`src/pss_map.svh`:
```
`ifndef PSS_MAP_SVH
`define PSS_MAP_SVH

// ****************************************
// Register byte offsets.
// ****************************************
`define PSS_OFF_SDCTL 12'h000
`define PSS_OFF_SRCSEL 12'h004
`define PSS_OFF_PINLVL 12'h008
`define PSS_OFF_STEER 12'h00C
`define PSS_OFF_MODE 12'h010
`define PSS_OFF_LOAD 12'h014
`define PSS_OFF_IRQST 12'h018
`define PSS_OFF_IRQMSK 12'h01C
`define PSS_OFF_STATUS 12'h020

// ****************************************
// Shutdown control field positions.
// ****************************************
`define PSS_SD_EVENT_BIT 7
`define PSS_SD_EN_BIT 6
`define PSS_SD_RESTART_BIT 5
`define PSS_SD_OVR_BIT 0
`define PSS_SD_WMASK 8'hE1

// ****************************************
// Interrupt status bit positions.
// ****************************************
`define PSS_IRQ_SHUTDOWN_BIT 0
`define PSS_IRQ_LOADED_BIT 1

// ****************************************
// Reset values.
// ****************************************
`define PSS_RST_SDCTL 8'h00
`define PSS_RST_BYTE 8'h00
`define PSS_RST_MODE 3'h0

`endif

```
`src/pss_pkg.sv`:
```
package pss_pkg;

  // Number of controller output pins and shutdown sources.
  localparam int NPIN = 6;
  localparam int NSRC = 8;

  // Operating mode codes of the PWM controller.
  typedef enum logic [2:0]
  {
    PSS_MODE_OTHER = 3'h0,
    PSS_MODE_SINGLE = 3'h1,
    PSS_MODE_COMPL = 3'h2,
    PSS_MODE_3PH = 3'h3
  } pss_mode_t;

  // AHB-Lite slave request bundle.
  typedef struct packed
  {
    logic hsel;
    logic [31:0] haddr;
    logic [1:0] htrans;
    logic hwrite;
    logic [2:0] hsize;
    logic hready;
    logic [31:0] hwdata;
  } pss_ahb_req_t;

  // AHB-Lite slave answer bundle.
  typedef struct packed
  {
    logic hreadyout;
    logic hresp;
    logic [31:0] hrdata;
  } pss_ahb_rsp_t;

  // Waveform inputs from the PWM generator.
  typedef struct packed
  {
    logic period_evt;
    logic pwm_a;
    logic pwm_b;
    logic [NPIN-1:0] phase3;
  } pss_wave_t;

endpackage : pss_pkg

```
`src/pss_top.sv`:
```
// Chosen here: the placing of the registers and the AHB-Lite slave port.
`timescale 1ns/100ps
`include "pss_map.svh"

module pss_top
(
  input wire logic clk_i,
  input wire logic rst_n_i,
  input wire logic ce_i,
  input wire pss_pkg::pss_ahb_req_t ahb_i,
  output pss_pkg::pss_ahb_rsp_t ahb_o,
  input wire pss_pkg::pss_wave_t wave_i,
  input wire logic [pss_pkg::NSRC-1:0] shutdown_src_i,
  output logic [pss_pkg::NPIN-1:0] pwm_pin_o,
  output logic irq_o
);
  import pss_pkg::*;

  // ****************************************
  // Bus address phase capture.
  // ****************************************

  logic wr_pend_r; // A write data phase follows.
  logic [11:0] wr_addr_r; // Address of that write.
  logic [31:0] rdata_r; // Registered read data.
  logic addr_ok; // Address phase is valid this cycle.
  logic wr_now; // Write data is on the bus this cycle.
  logic [7:0] wd; // Low byte of the write data.

  assign addr_ok = ce_i && ahb_i.hsel && ahb_i.hready && ahb_i.htrans[1];
  assign wr_now = ce_i && wr_pend_r;
  assign wd = ahb_i.hwdata[7:0];

  // Answers are zero wait state and always OKAY.
  assign ahb_o.hreadyout = 1'b1;
  assign ahb_o.hresp = 1'b0;
  assign ahb_o.hrdata = rdata_r;

  // ****************************************
  // Registers.
  // ****************************************

  logic [7:0] sdctl_r; // Shutdown control.
  logic [NSRC-1:0] srcsel_r; // Shutdown source select.
  logic [NPIN-1:0] pinlvl_r; // Shutdown pin levels.
  logic [NPIN-1:0] steer_pend_r; // Steering written by software.
  logic [NPIN-1:0] steer_act_r; // Steering in force at the pins.
  logic sync_steer_r; // Synchronized steering selected.
  logic [2:0] mode_r; // Operating mode code.
  logic load_req_r; // Period load request.
  logic [1:0] irq_st_r; // Sticky interrupt status.
  logic [1:0] irq_msk_r; // Interrupt mask.

  // Tracks write data phases and latches their address.
  always_ff @(posedge clk_i)
  begin
    if (!rst_n_i)
    begin
      wr_pend_r <= 1'b0;
      wr_addr_r <= 12'h000;
    end
    else if (ce_i)
    begin
      wr_pend_r <= addr_ok && ahb_i.hwrite;
      wr_addr_r <= ahb_i.haddr[11:0];
    end
  end

  // ****************************************
  // Shutdown source synchronizer.
  // ****************************************

  logic [NSRC-1:0] src_s1_r; // First stage, read only by stage two.
  logic [NSRC-1:0] src_s2_r; // Second stage, safe to evaluate.

  // Two flip-flops per source before any logic sees it.
  generate
    for (genvar g = 0; g < NSRC; g++)
    begin : g_sync
      always_ff @(posedge clk_i)
      begin
        if (!rst_n_i)
        begin
          src_s1_r[g] <= 1'b0;
          src_s2_r[g] <= 1'b0;
        end
        else if (ce_i)
        begin
          src_s1_r[g] <= shutdown_src_i[g];
          src_s2_r[g] <= src_s1_r[g];
        end
      end
    end
  endgenerate

  // ****************************************
  // Auto-shutdown decisions.
  // ****************************************

  logic sd_en; // Auto-shutdown enabled.
  logic src_hit; // A selected source reads one.
  logic sd_trip; // Hardware shutdown event this cycle.
  logic sw_set_evt; // Software writes one to the event flag.
  logic sw_clr_evt; // Software writes zero to the event flag.
  logic force_lvl; // Pins take their shutdown levels.

  assign sd_en = sdctl_r[`PSS_SD_EN_BIT];
  assign src_hit = |(src_s2_r & srcsel_r);
  assign sd_trip = ce_i && sd_en && src_hit;
  assign sw_set_evt = wr_now && (wr_addr_r == `PSS_OFF_SDCTL) && wd[`PSS_SD_EVENT_BIT];
  assign sw_clr_evt = wr_now && (wr_addr_r == `PSS_OFF_SDCTL) && !wd[`PSS_SD_EVENT_BIT];
  // Event flag forces like a trip; override forces only while enabled.
  assign force_lvl = sdctl_r[`PSS_SD_EVENT_BIT] ||
    (sd_en && sdctl_r[`PSS_SD_OVR_BIT]);

  // Shutdown control register and its event flag.
  always_ff @(posedge clk_i)
  begin
    if (!rst_n_i)
    begin
      sdctl_r <= `PSS_RST_SDCTL;
    end
    else if (ce_i)
    begin
      if (wr_now && (wr_addr_r == `PSS_OFF_SDCTL))
      begin
        // Writable bits take the new value; the flag is handled below.
        sdctl_r[`PSS_SD_EN_BIT] <= wd[`PSS_SD_EN_BIT];
        sdctl_r[`PSS_SD_RESTART_BIT] <= wd[`PSS_SD_RESTART_BIT];
        sdctl_r[`PSS_SD_OVR_BIT] <= wd[`PSS_SD_OVR_BIT];
      end
      if (sd_trip || sw_set_evt)
      begin
        // A trip wins over a firmware clear in the same cycle.
        sdctl_r[`PSS_SD_EVENT_BIT] <= 1'b1;
      end
      else if (sdctl_r[`PSS_SD_EVENT_BIT] && sdctl_r[`PSS_SD_RESTART_BIT])
      begin
        // Source has gone: resume on its own.
        sdctl_r[`PSS_SD_EVENT_BIT] <= 1'b0;
      end
      else if (sw_clr_evt)
      begin
        // Firmware restart after the condition is gone.
        sdctl_r[`PSS_SD_EVENT_BIT] <= 1'b0;
      end
    end
  end

  // ****************************************
  // Plain configuration registers.
  // ****************************************

  // Source select, shutdown levels, mode and steering written by software.
  always_ff @(posedge clk_i)
  begin
    if (!rst_n_i)
    begin
      srcsel_r <= `PSS_RST_BYTE;
      pinlvl_r <= NPIN'(`PSS_RST_BYTE);
      mode_r <= `PSS_RST_MODE;
      steer_pend_r <= NPIN'(`PSS_RST_BYTE);
      sync_steer_r <= 1'b0;
      irq_msk_r <= 2'h0;
    end
    else if (wr_now)
    begin
      unique case (wr_addr_r)
        `PSS_OFF_SRCSEL: srcsel_r <= wd;
        `PSS_OFF_PINLVL: pinlvl_r <= wd[NPIN-1:0];
        `PSS_OFF_MODE: mode_r <= wd[2:0];
        `PSS_OFF_STEER:
        begin
          // Bit 7 picks synchronized steering, low bits one enable per pin.
          steer_pend_r <= wd[NPIN-1:0];
          sync_steer_r <= wd[7];
        end
        `PSS_OFF_IRQMSK: irq_msk_r <= wd[1:0];
        default:
        begin
          // Other addresses hold no plain configuration.
        end
      endcase
    end
  end

  // ****************************************
  // Steering update timing.
  // ****************************************

  logic load_set; // Software sets the load request.
  logic load_fire; // Pending steering moves to the pins.

  assign load_set = wr_now && (wr_addr_r == `PSS_OFF_LOAD) && wd[0];
  assign load_fire = ce_i && load_req_r && wave_i.period_evt;

  // Load request stays set until the next period event takes it.
  always_ff @(posedge clk_i)
  begin
    if (!rst_n_i)
    begin
      load_req_r <= 1'b0;
    end
    else if (ce_i)
    begin
      if (load_set)
      begin
        load_req_r <= 1'b1;
      end
      else if (load_fire)
      begin
        load_req_r <= 1'b0;
      end
    end
  end

  // Active steering follows software at once or at the period event.
  always_ff @(posedge clk_i)
  begin
    if (!rst_n_i)
    begin
      steer_act_r <= NPIN'(`PSS_RST_BYTE);
    end
    else if (ce_i)
    begin
      if (!sync_steer_r)
      begin
        steer_act_r <= steer_pend_r;
      end
      else if (load_fire)
      begin
        steer_act_r <= steer_pend_r;
      end
    end
  end

  // ****************************************
  // Output pin formation.
  // ****************************************

  logic [NPIN-1:0] pin_nxt; // Pin values before registering.

  // Picks the waveform per pin by mode, then applies shutdown forcing.
  always_comb
  begin
    pin_nxt = '0;
    for (int i = 0; i < NPIN; i++)
    begin
      unique case (mode_r)
        PSS_MODE_SINGLE: pin_nxt[i] = steer_act_r[i] & wave_i.pwm_a;
        PSS_MODE_COMPL: pin_nxt[i] = steer_act_r[i] &
          ((i % 2 == 0) ? wave_i.pwm_a : wave_i.pwm_b);
        PSS_MODE_3PH: pin_nxt[i] = steer_act_r[i] & wave_i.phase3[i];
        default: pin_nxt[i] = (i == 0) ? wave_i.pwm_a : 1'b0;
      endcase
      if (force_lvl)
      begin
        pin_nxt[i] = pinlvl_r[i];
      end
    end
  end

  // Pins are registered so they change on one clock edge.
  always_ff @(posedge clk_i)
  begin
    if (!rst_n_i)
    begin
      pwm_pin_o <= NPIN'(`PSS_RST_BYTE);
    end
    else if (ce_i)
    begin
      pwm_pin_o <= pin_nxt;
    end
  end

  // ****************************************
  // Interrupts.
  // ****************************************

  logic [1:0] irq_ev; // Events this cycle.
  logic [1:0] irq_w1c; // Bits software clears.

  // A trip or a software write of one to the event flag raises the shutdown interrupt, never the override.
  assign irq_ev = {load_fire, sd_trip || (ce_i && sw_set_evt)};
  assign irq_w1c = (wr_now && (wr_addr_r == `PSS_OFF_IRQST)) ? wd[1:0] : 2'h0;

  // Sticky status, set beats clear.
  always_ff @(posedge clk_i)
  begin
    if (!rst_n_i)
    begin
      irq_st_r <= 2'h0;
    end
    else if (ce_i)
    begin
      irq_st_r <= (irq_st_r & ~irq_w1c) | irq_ev;
    end
  end

  // Level output from a register.
  always_ff @(posedge clk_i)
  begin
    if (!rst_n_i)
    begin
      irq_o <= 1'b0;
    end
    else if (ce_i)
    begin
      irq_o <= |(((irq_st_r & ~irq_w1c) | irq_ev) & irq_msk_r);
    end
  end

  // ****************************************
  // Read data.
  // ****************************************

  // Read data latched at the address phase; unmapped reads give zero.
  always_ff @(posedge clk_i)
  begin
    if (!rst_n_i)
    begin
      rdata_r <= 32'h0000_0000;
    end
    else if (addr_ok && !ahb_i.hwrite)
    begin
      unique case (ahb_i.haddr[11:0])
        `PSS_OFF_SDCTL: rdata_r <= {24'h0, sdctl_r & `PSS_SD_WMASK};
        `PSS_OFF_SRCSEL: rdata_r <= {24'h0, srcsel_r};
        `PSS_OFF_PINLVL: rdata_r <= {26'h0, pinlvl_r};
        `PSS_OFF_STEER: rdata_r <= {24'h0, sync_steer_r, 1'b0, steer_pend_r};
        `PSS_OFF_MODE: rdata_r <= {29'h0, mode_r};
        `PSS_OFF_LOAD: rdata_r <= {31'h0, load_req_r};
        `PSS_OFF_IRQST: rdata_r <= {30'h0, irq_st_r};
        `PSS_OFF_IRQMSK: rdata_r <= {30'h0, irq_msk_r};
        `PSS_OFF_STATUS: rdata_r <= {15'h0000, force_lvl, src_s2_r, 2'h0, steer_act_r};
        default: rdata_r <= 32'h0000_0000;
      endcase
    end
  end

endmodule : pss_top

```
`config.mk`:
```
export PLATFORM = sky130hd
export DESIGN_NAME = pss_top
export DESIGN_NICKNAME = d
export VERILOG_FILES = /design/src/pss_pkg.sv /design/src/pss_top.sv
export VERILOG_INCLUDE_DIRS = /design/src
export SDC_FILE = /design/constraint.sdc
export NUM_CORES = 1
export LEC_CHECK = 0
export ABC_AREA = 1
export BUFFER_PORTS_ARGS = -buffer_cell sky130_fd_sc_hd__buf_2
export CAP_MARGIN = 10
export CORE_AREA = 2 2 115 89
export DETAILED_ROUTE_END_ITERATION = 10
export DIE_AREA = 0 0 117 91
export GPL_TIMING_DRIVEN = 1
export PLACE_DENSITY = 0.77
export SYNTH_ARGS = -nofsm -noshare
export SYNTH_HDL_FRONTEND = slang
export SYNTH_SLANG_ARGS = --single-unit
```
`constraint.sdc`:
```
create_clock -name clk_i -period 1.1 [get_ports clk_i]
set_input_delay 0.055 -clock clk_i [delete_from_list [all_inputs] [get_ports clk_i]]
set_output_delay 0.055 -clock clk_i [all_outputs]
set_load 0.05 [all_outputs]
```
# Yosys cells after proc, flatten, opt, wreduce, memory -nomap -nowiden
# Index checks and enable logic that the tools add are counted.
# word_totals
elab_cells,132
output_inout_bits,41
input_bits,92
ff_bits,107
# classes
muxes,21
n_bitwise,20
eq_ne,19
n_reduce_logical,40
# ops
op,n
one-hot mux 17 bit (9 select lines),1
"== test 12 x 5 -> 1 bit, second input constant",8
"== test 12 x 4 -> 1 bit, second input constant",4
"== test 12 x 3 -> 1 bit, second input constant",2
zero test 12 bit,2
logical AND 1 bit,19
AND reduction 2 bit,9
bitwise AND 1 bit,15
"== test 12 x 6 -> 1 bit, second input constant",1
2-to-1 mux 6 bit,2
2-to-1 mux 1 bit,11
one-hot mux 1 bit (3 select lines),3
bitwise AND 8 bit,1
OR reduction 8 bit,1
"== test 3 x 2 -> 1 bit, second input constant",2
one-hot mux 1 bit (2 select lines),3
bitwise AND 2 bit,2
OR reduction 2 bit,2
"== test 3 x 1 -> 1 bit, second input constant",1
logical OR 1 bit,3
nonzero test 3 bit,1
zero test 1 bit,2
2-to-1 mux 2 bit,1
"!= test 2 x 1 -> 1 bit, second input constant",1
3 further kinds,3

# Longest topological paths before layout
# depth
ltp_word,8
ltp_mapped,11
depth_no_buf,11

# Least setup slack after synthesis
# No wires, ideal clock.
# synth_timing
path_type,register -> register
start,register wr_addr_r[8]
end,register mode_r[0]
n_path_buf,0
setup_ns,0.122
slack_ns,-0.111
arrival_ns,1.090
stages_incl_launch_ff,7
synth_period_minus_slack_ns,1.211
t_required_ns,0.978
cell_sequence,dfxtp_1 > nor2_1 > nand2_1 > nor3_2 > nand4_1 > o21ai_0 > a21oi_1
# synth_via
elab_chain_cells,2
# synth_lines
item,line,source
start: declaration,pss_top.sv:24,logic [11:0] wr_addr_r;
start signal: assignment,pss_top.sv:65,wr_addr_r <= ahb_i.haddr[11:0];
== test 12 x 5 -> 1 bit,pss_top.sv:168,unique case (wr_addr_r)
AND reduction 2 bit (no line),n/a,
end signal: assignment,pss_top.sv:161,mode_r <= `PSS_RST_MODE;
end signal: assignment,pss_top.sv:171,`PSS_OFF_MODE: mode_r <= wd[2:0];
end: declaration,pss_top.sv:49,logic [2:0] mode_r;
# Every way passes these cells.
# A chain may end at the register's enable or synchronous reset.

# Worst setup path after layout
# layout_timing
start,register wr_addr_r[7]
end,register irq_msk_r[1]
# layout_via
elab_chain_cells,2
# layout_lines
item,line,source
== test 12 x 5 -> 1 bit,pss_top.sv:168,
AND reduction 2 bit (no line),n/a,
end signal: assignment,pss_top.sv:178,`PSS_OFF_IRQMSK: irq_msk_r <= wd[1:0];
end: declaration,pss_top.sv:52,logic [1:0] irq_msk_r;
# Every way passes these cells.

==> impl_results.md <==
- Horizontal die dimension: 117 um
- Number of H-tree levels: 3
- DP HPWL: 9690 um
- Violations in the final reports: setup timing
- Remaining Overflow, GRT: 0
- Final routed wire length divided by cell count: 15.5 um
- Number of DRC violations after detailed routing: 0
- Remaining antenna violation count after routing: 0
- Worst hold path type: input pin to register
- Fill cell count: approximately 810
- CTS tree: yes
- Outcome: complete, but fails checks
- Die Outline Area: between 10000 and 15000 um^2
- Wire length of the first global-routing pass: about 21000 um
- Endpoints failing hold: 0
- Clock tree root buffer cell: sky130_fd_sc_hd__clkbuf_16
- Utilization of the core after routing: 63.9%
- Critical-path cell list: inv_2, nand4_1, nor3_2, buf_4, nand2_2, o21ai_0, a21oi_1
- Kind of cell adding the most delay to the critical path: simple AND/OR/NAND/NOR gates
- Total of max-cap violations: 0
- Number of endpoints failing setup at the final stage: 34
- Post-DP Area: about 5200 um^2
- Global router's overall resource usage: between 20% and 30%
- Most common library cell in the layout ignoring fill and taps: sky130_fd_sc_hd__nand2_1
- Synthesized area: 4320 um^2
- Total wire length: roughly 14000 um
- CTS sink count: 92
- TritonCTS Buffers: 9
- Count of port buffers added during placement: 67
- Clock Path Buffers: 2
- Clock skew after layout: between 0.006 and 0.007 ns
- Crit path required time: 1.33 ns
- RSZ-0062 raised after global routing: true
- Signed area change from the synthesized netlist to the final layout: 40.6%
- Average cell area after synthesis: approximately 7 um^2
- Maximum number of pins on one net before global-route repair: 70
- Tmin final: ~1.4 ns
- Routability Congestion: 0.932
- 1st-pass router iterations: 5
- Post-route clock period utilization: 127%
- Number of diodes added for antenna fixing: 0
- Clk slew on worst S/H paths: around 0.06 ns
- Number of DRC violations after detailed-routing iteration 0: between 300 and 400
- Number of warnings reported in the yosys synthesis log: 0
- CP Class: register to register
- Leakage power figure: 2.65 nW
- Total non-filler cell area in the finished layout: 6070 um^2
- Via-to-Cell Ratio: 5.32
- Floorplan row count: 31
- Worst-case vdd ir drop: roughly 0.88 mV
- Final Max Slew Viols: 0
- Placed Cells incl. Taps: 855
- I/O pin count: around 130
- Clock latency on the worst-skew pair: between 0.3 and 0.4 ns
- Peak clock frequency supported by timing: slightly above 700 MHz
- Post-synthesis register bit count: 92
- Top library cells by usage in the layout, fill and taps aside: sky130_fd_sc_hd__nand2_1 (87), sky130_fd_sc_hd__dfxtp_1 (82), sky130_fd_sc_hd__buf_2 (68)
- Standard cell core area: roughly 9500 um^2
- Vias after detailed routing: between 4000 and 5000
- Minimum setup slack after placement: -0.325 ns
- Buf+Inv Stages, Crit Path: 2
- Cell at the slowest stage of the critical path: sky130_fd_sc_hd__dfxtp_2
- Post-synthesis sequential area ratio: a little over two fifths
- Number of antenna violations at the first check in global routing: 0
- Proportion of layout cells with a drive suffix above 1: a little over a third
- Cell area power density: approximately 1300 nW/um^2
- Total power of the final layout: 0.00760 W
- Kind of launch point of the worst setup path: register
- Starting utilization of the core area: 45.5%
- Worst reg-to-reg setup slack: -0.30 ns
- Worst setup EP type: register
- Critical path's largest stage delay: about 0.32 ns
- DIE HEIGHT: around 91 um
- Non-Filler Instances: 889
- Vias in the first global route: between 4000 and 5000
- Total number of nets in the final design: about 840
- Number of cells produced by synthesis: about 600
- Critical-path maximum fanout: 4
- Netlist cell types: 28
- Arrival time reported for the critical path endpoint: approximately 1.6 ns
- Fin worst setup slack: -0.301 ns
[per-stage QoR]
step           hold WS, ns  TNS (ns)
3_3_place_gp         0.279     -9.05
3_5_place_dp         0.284    -12.16
6_report            0.0155     -7.12
2_1_floorplan        0.188     -1.78
4_1_cts            0.00505     -6.53
5_1_grt             0.0289     -9.68
[timing repair]
action                                 in CTS  in global routing
resized for setup                          79                 55
setup endpoints to repair                  46                 53
cloned                                      1                  0
pin swaps                                  13                 22
hold buffers                                9                  0
endpoints found under the hold margin       9                  0
buffers inserted                            6                  2
[layout make-up]
class | instances | area (um^2) | area share [%]
Tap cell | 132 | 165 | 2.72
Inverter | 64 | 255 | 4.20
Clock inverter | 5 | 60.1 | 0.989
Multi-Input combinational cell | 432 | 2370 | 39.1
Timing Repair Buffer | 153 | 1110 | 18.4
Clock buffer | 11 | 243 | 4.00
Sequential cell | 92 | 1860 | 30.6
[cell usage after synthesis, drive strengths merged]
master	count	share of area (%)
conb	2	0.17
nor2	82	8.5
dfxtp	92	43
a21oi	79	9.3
o21ai	79	9.2
o211ai	1	0.17
inv	62	5.4
nand3	45	5.2
clkbuf	12	1.0
nand4	16	2.3
buf	27	4.5
nor3	7	1.4
and3	1	0.14
o22ai	1	0.14
nand2	104	9.6
clkinv	2	0.23
[registers in the layout, summed over array words and instances (netlist names), 3 cells and up]
| name | cells |
|---|---|
| mode_r | 3 |
| pinlvl_r | 6 |
| pwm_pin_o | 6 |
| rdata_r | 17 |
| sdctl_r | 4 |
| src_s1_r | 8 |
| src_s2_r | 8 |
| srcsel_r | 8 |
| steer_act_r | 6 |
| steer_pend_r | 6 |
| wr_addr_r | 12 |
[power by group]
group	switching, W	internal, W	leakage (nW)
clock network	0.00130	0.00183	0.146
registers	0.0000669	0.00342	0.755
logic	0.000649	0.000328	1.75
total	0.00202	0.00558	2.65
[kinds of logic after synthesis]
logic type / count (synthesis) / synth area share (%)
buf+inv: 103 / 11.2
flops: 92 / 42.6
compound gates: 160 / 18.8
other cells: 2 / 0.174
simple gates: 255 / 27.2
[tightest hold or removal path, cell delays in order]
cell                      delay, ns
sky130_fd_sc_hd__buf_2         0.12
sky130_fd_sc_hd__o21ai_2       0.07
sky130_fd_sc_hd__a21oi_2       0.09
[worst paths after layout]
kind	to	start	depth (start not counted)
worst min register to register	rdata_r[14]	rdata_r[14]	2
worst min-delay path	srcsel_r[6]	ahb_i[6]	3
worst max register to register	irq_msk_r[1]	wr_addr_r[7]	7
worst max-delay path	irq_msk_r[1]	wr_addr_r[7]	7
[layer usage]
metal  global-route usage (%)  vias up  share of wire (%)
met4                     9.02        0                2.4
met2                     41.8      265                 46
met1                     33.4     2153                 41
met3                     6.61       35                 10
met5                        0        -                  0
li1                         -     2273                  -
Power figures use the tool's default switching activity.
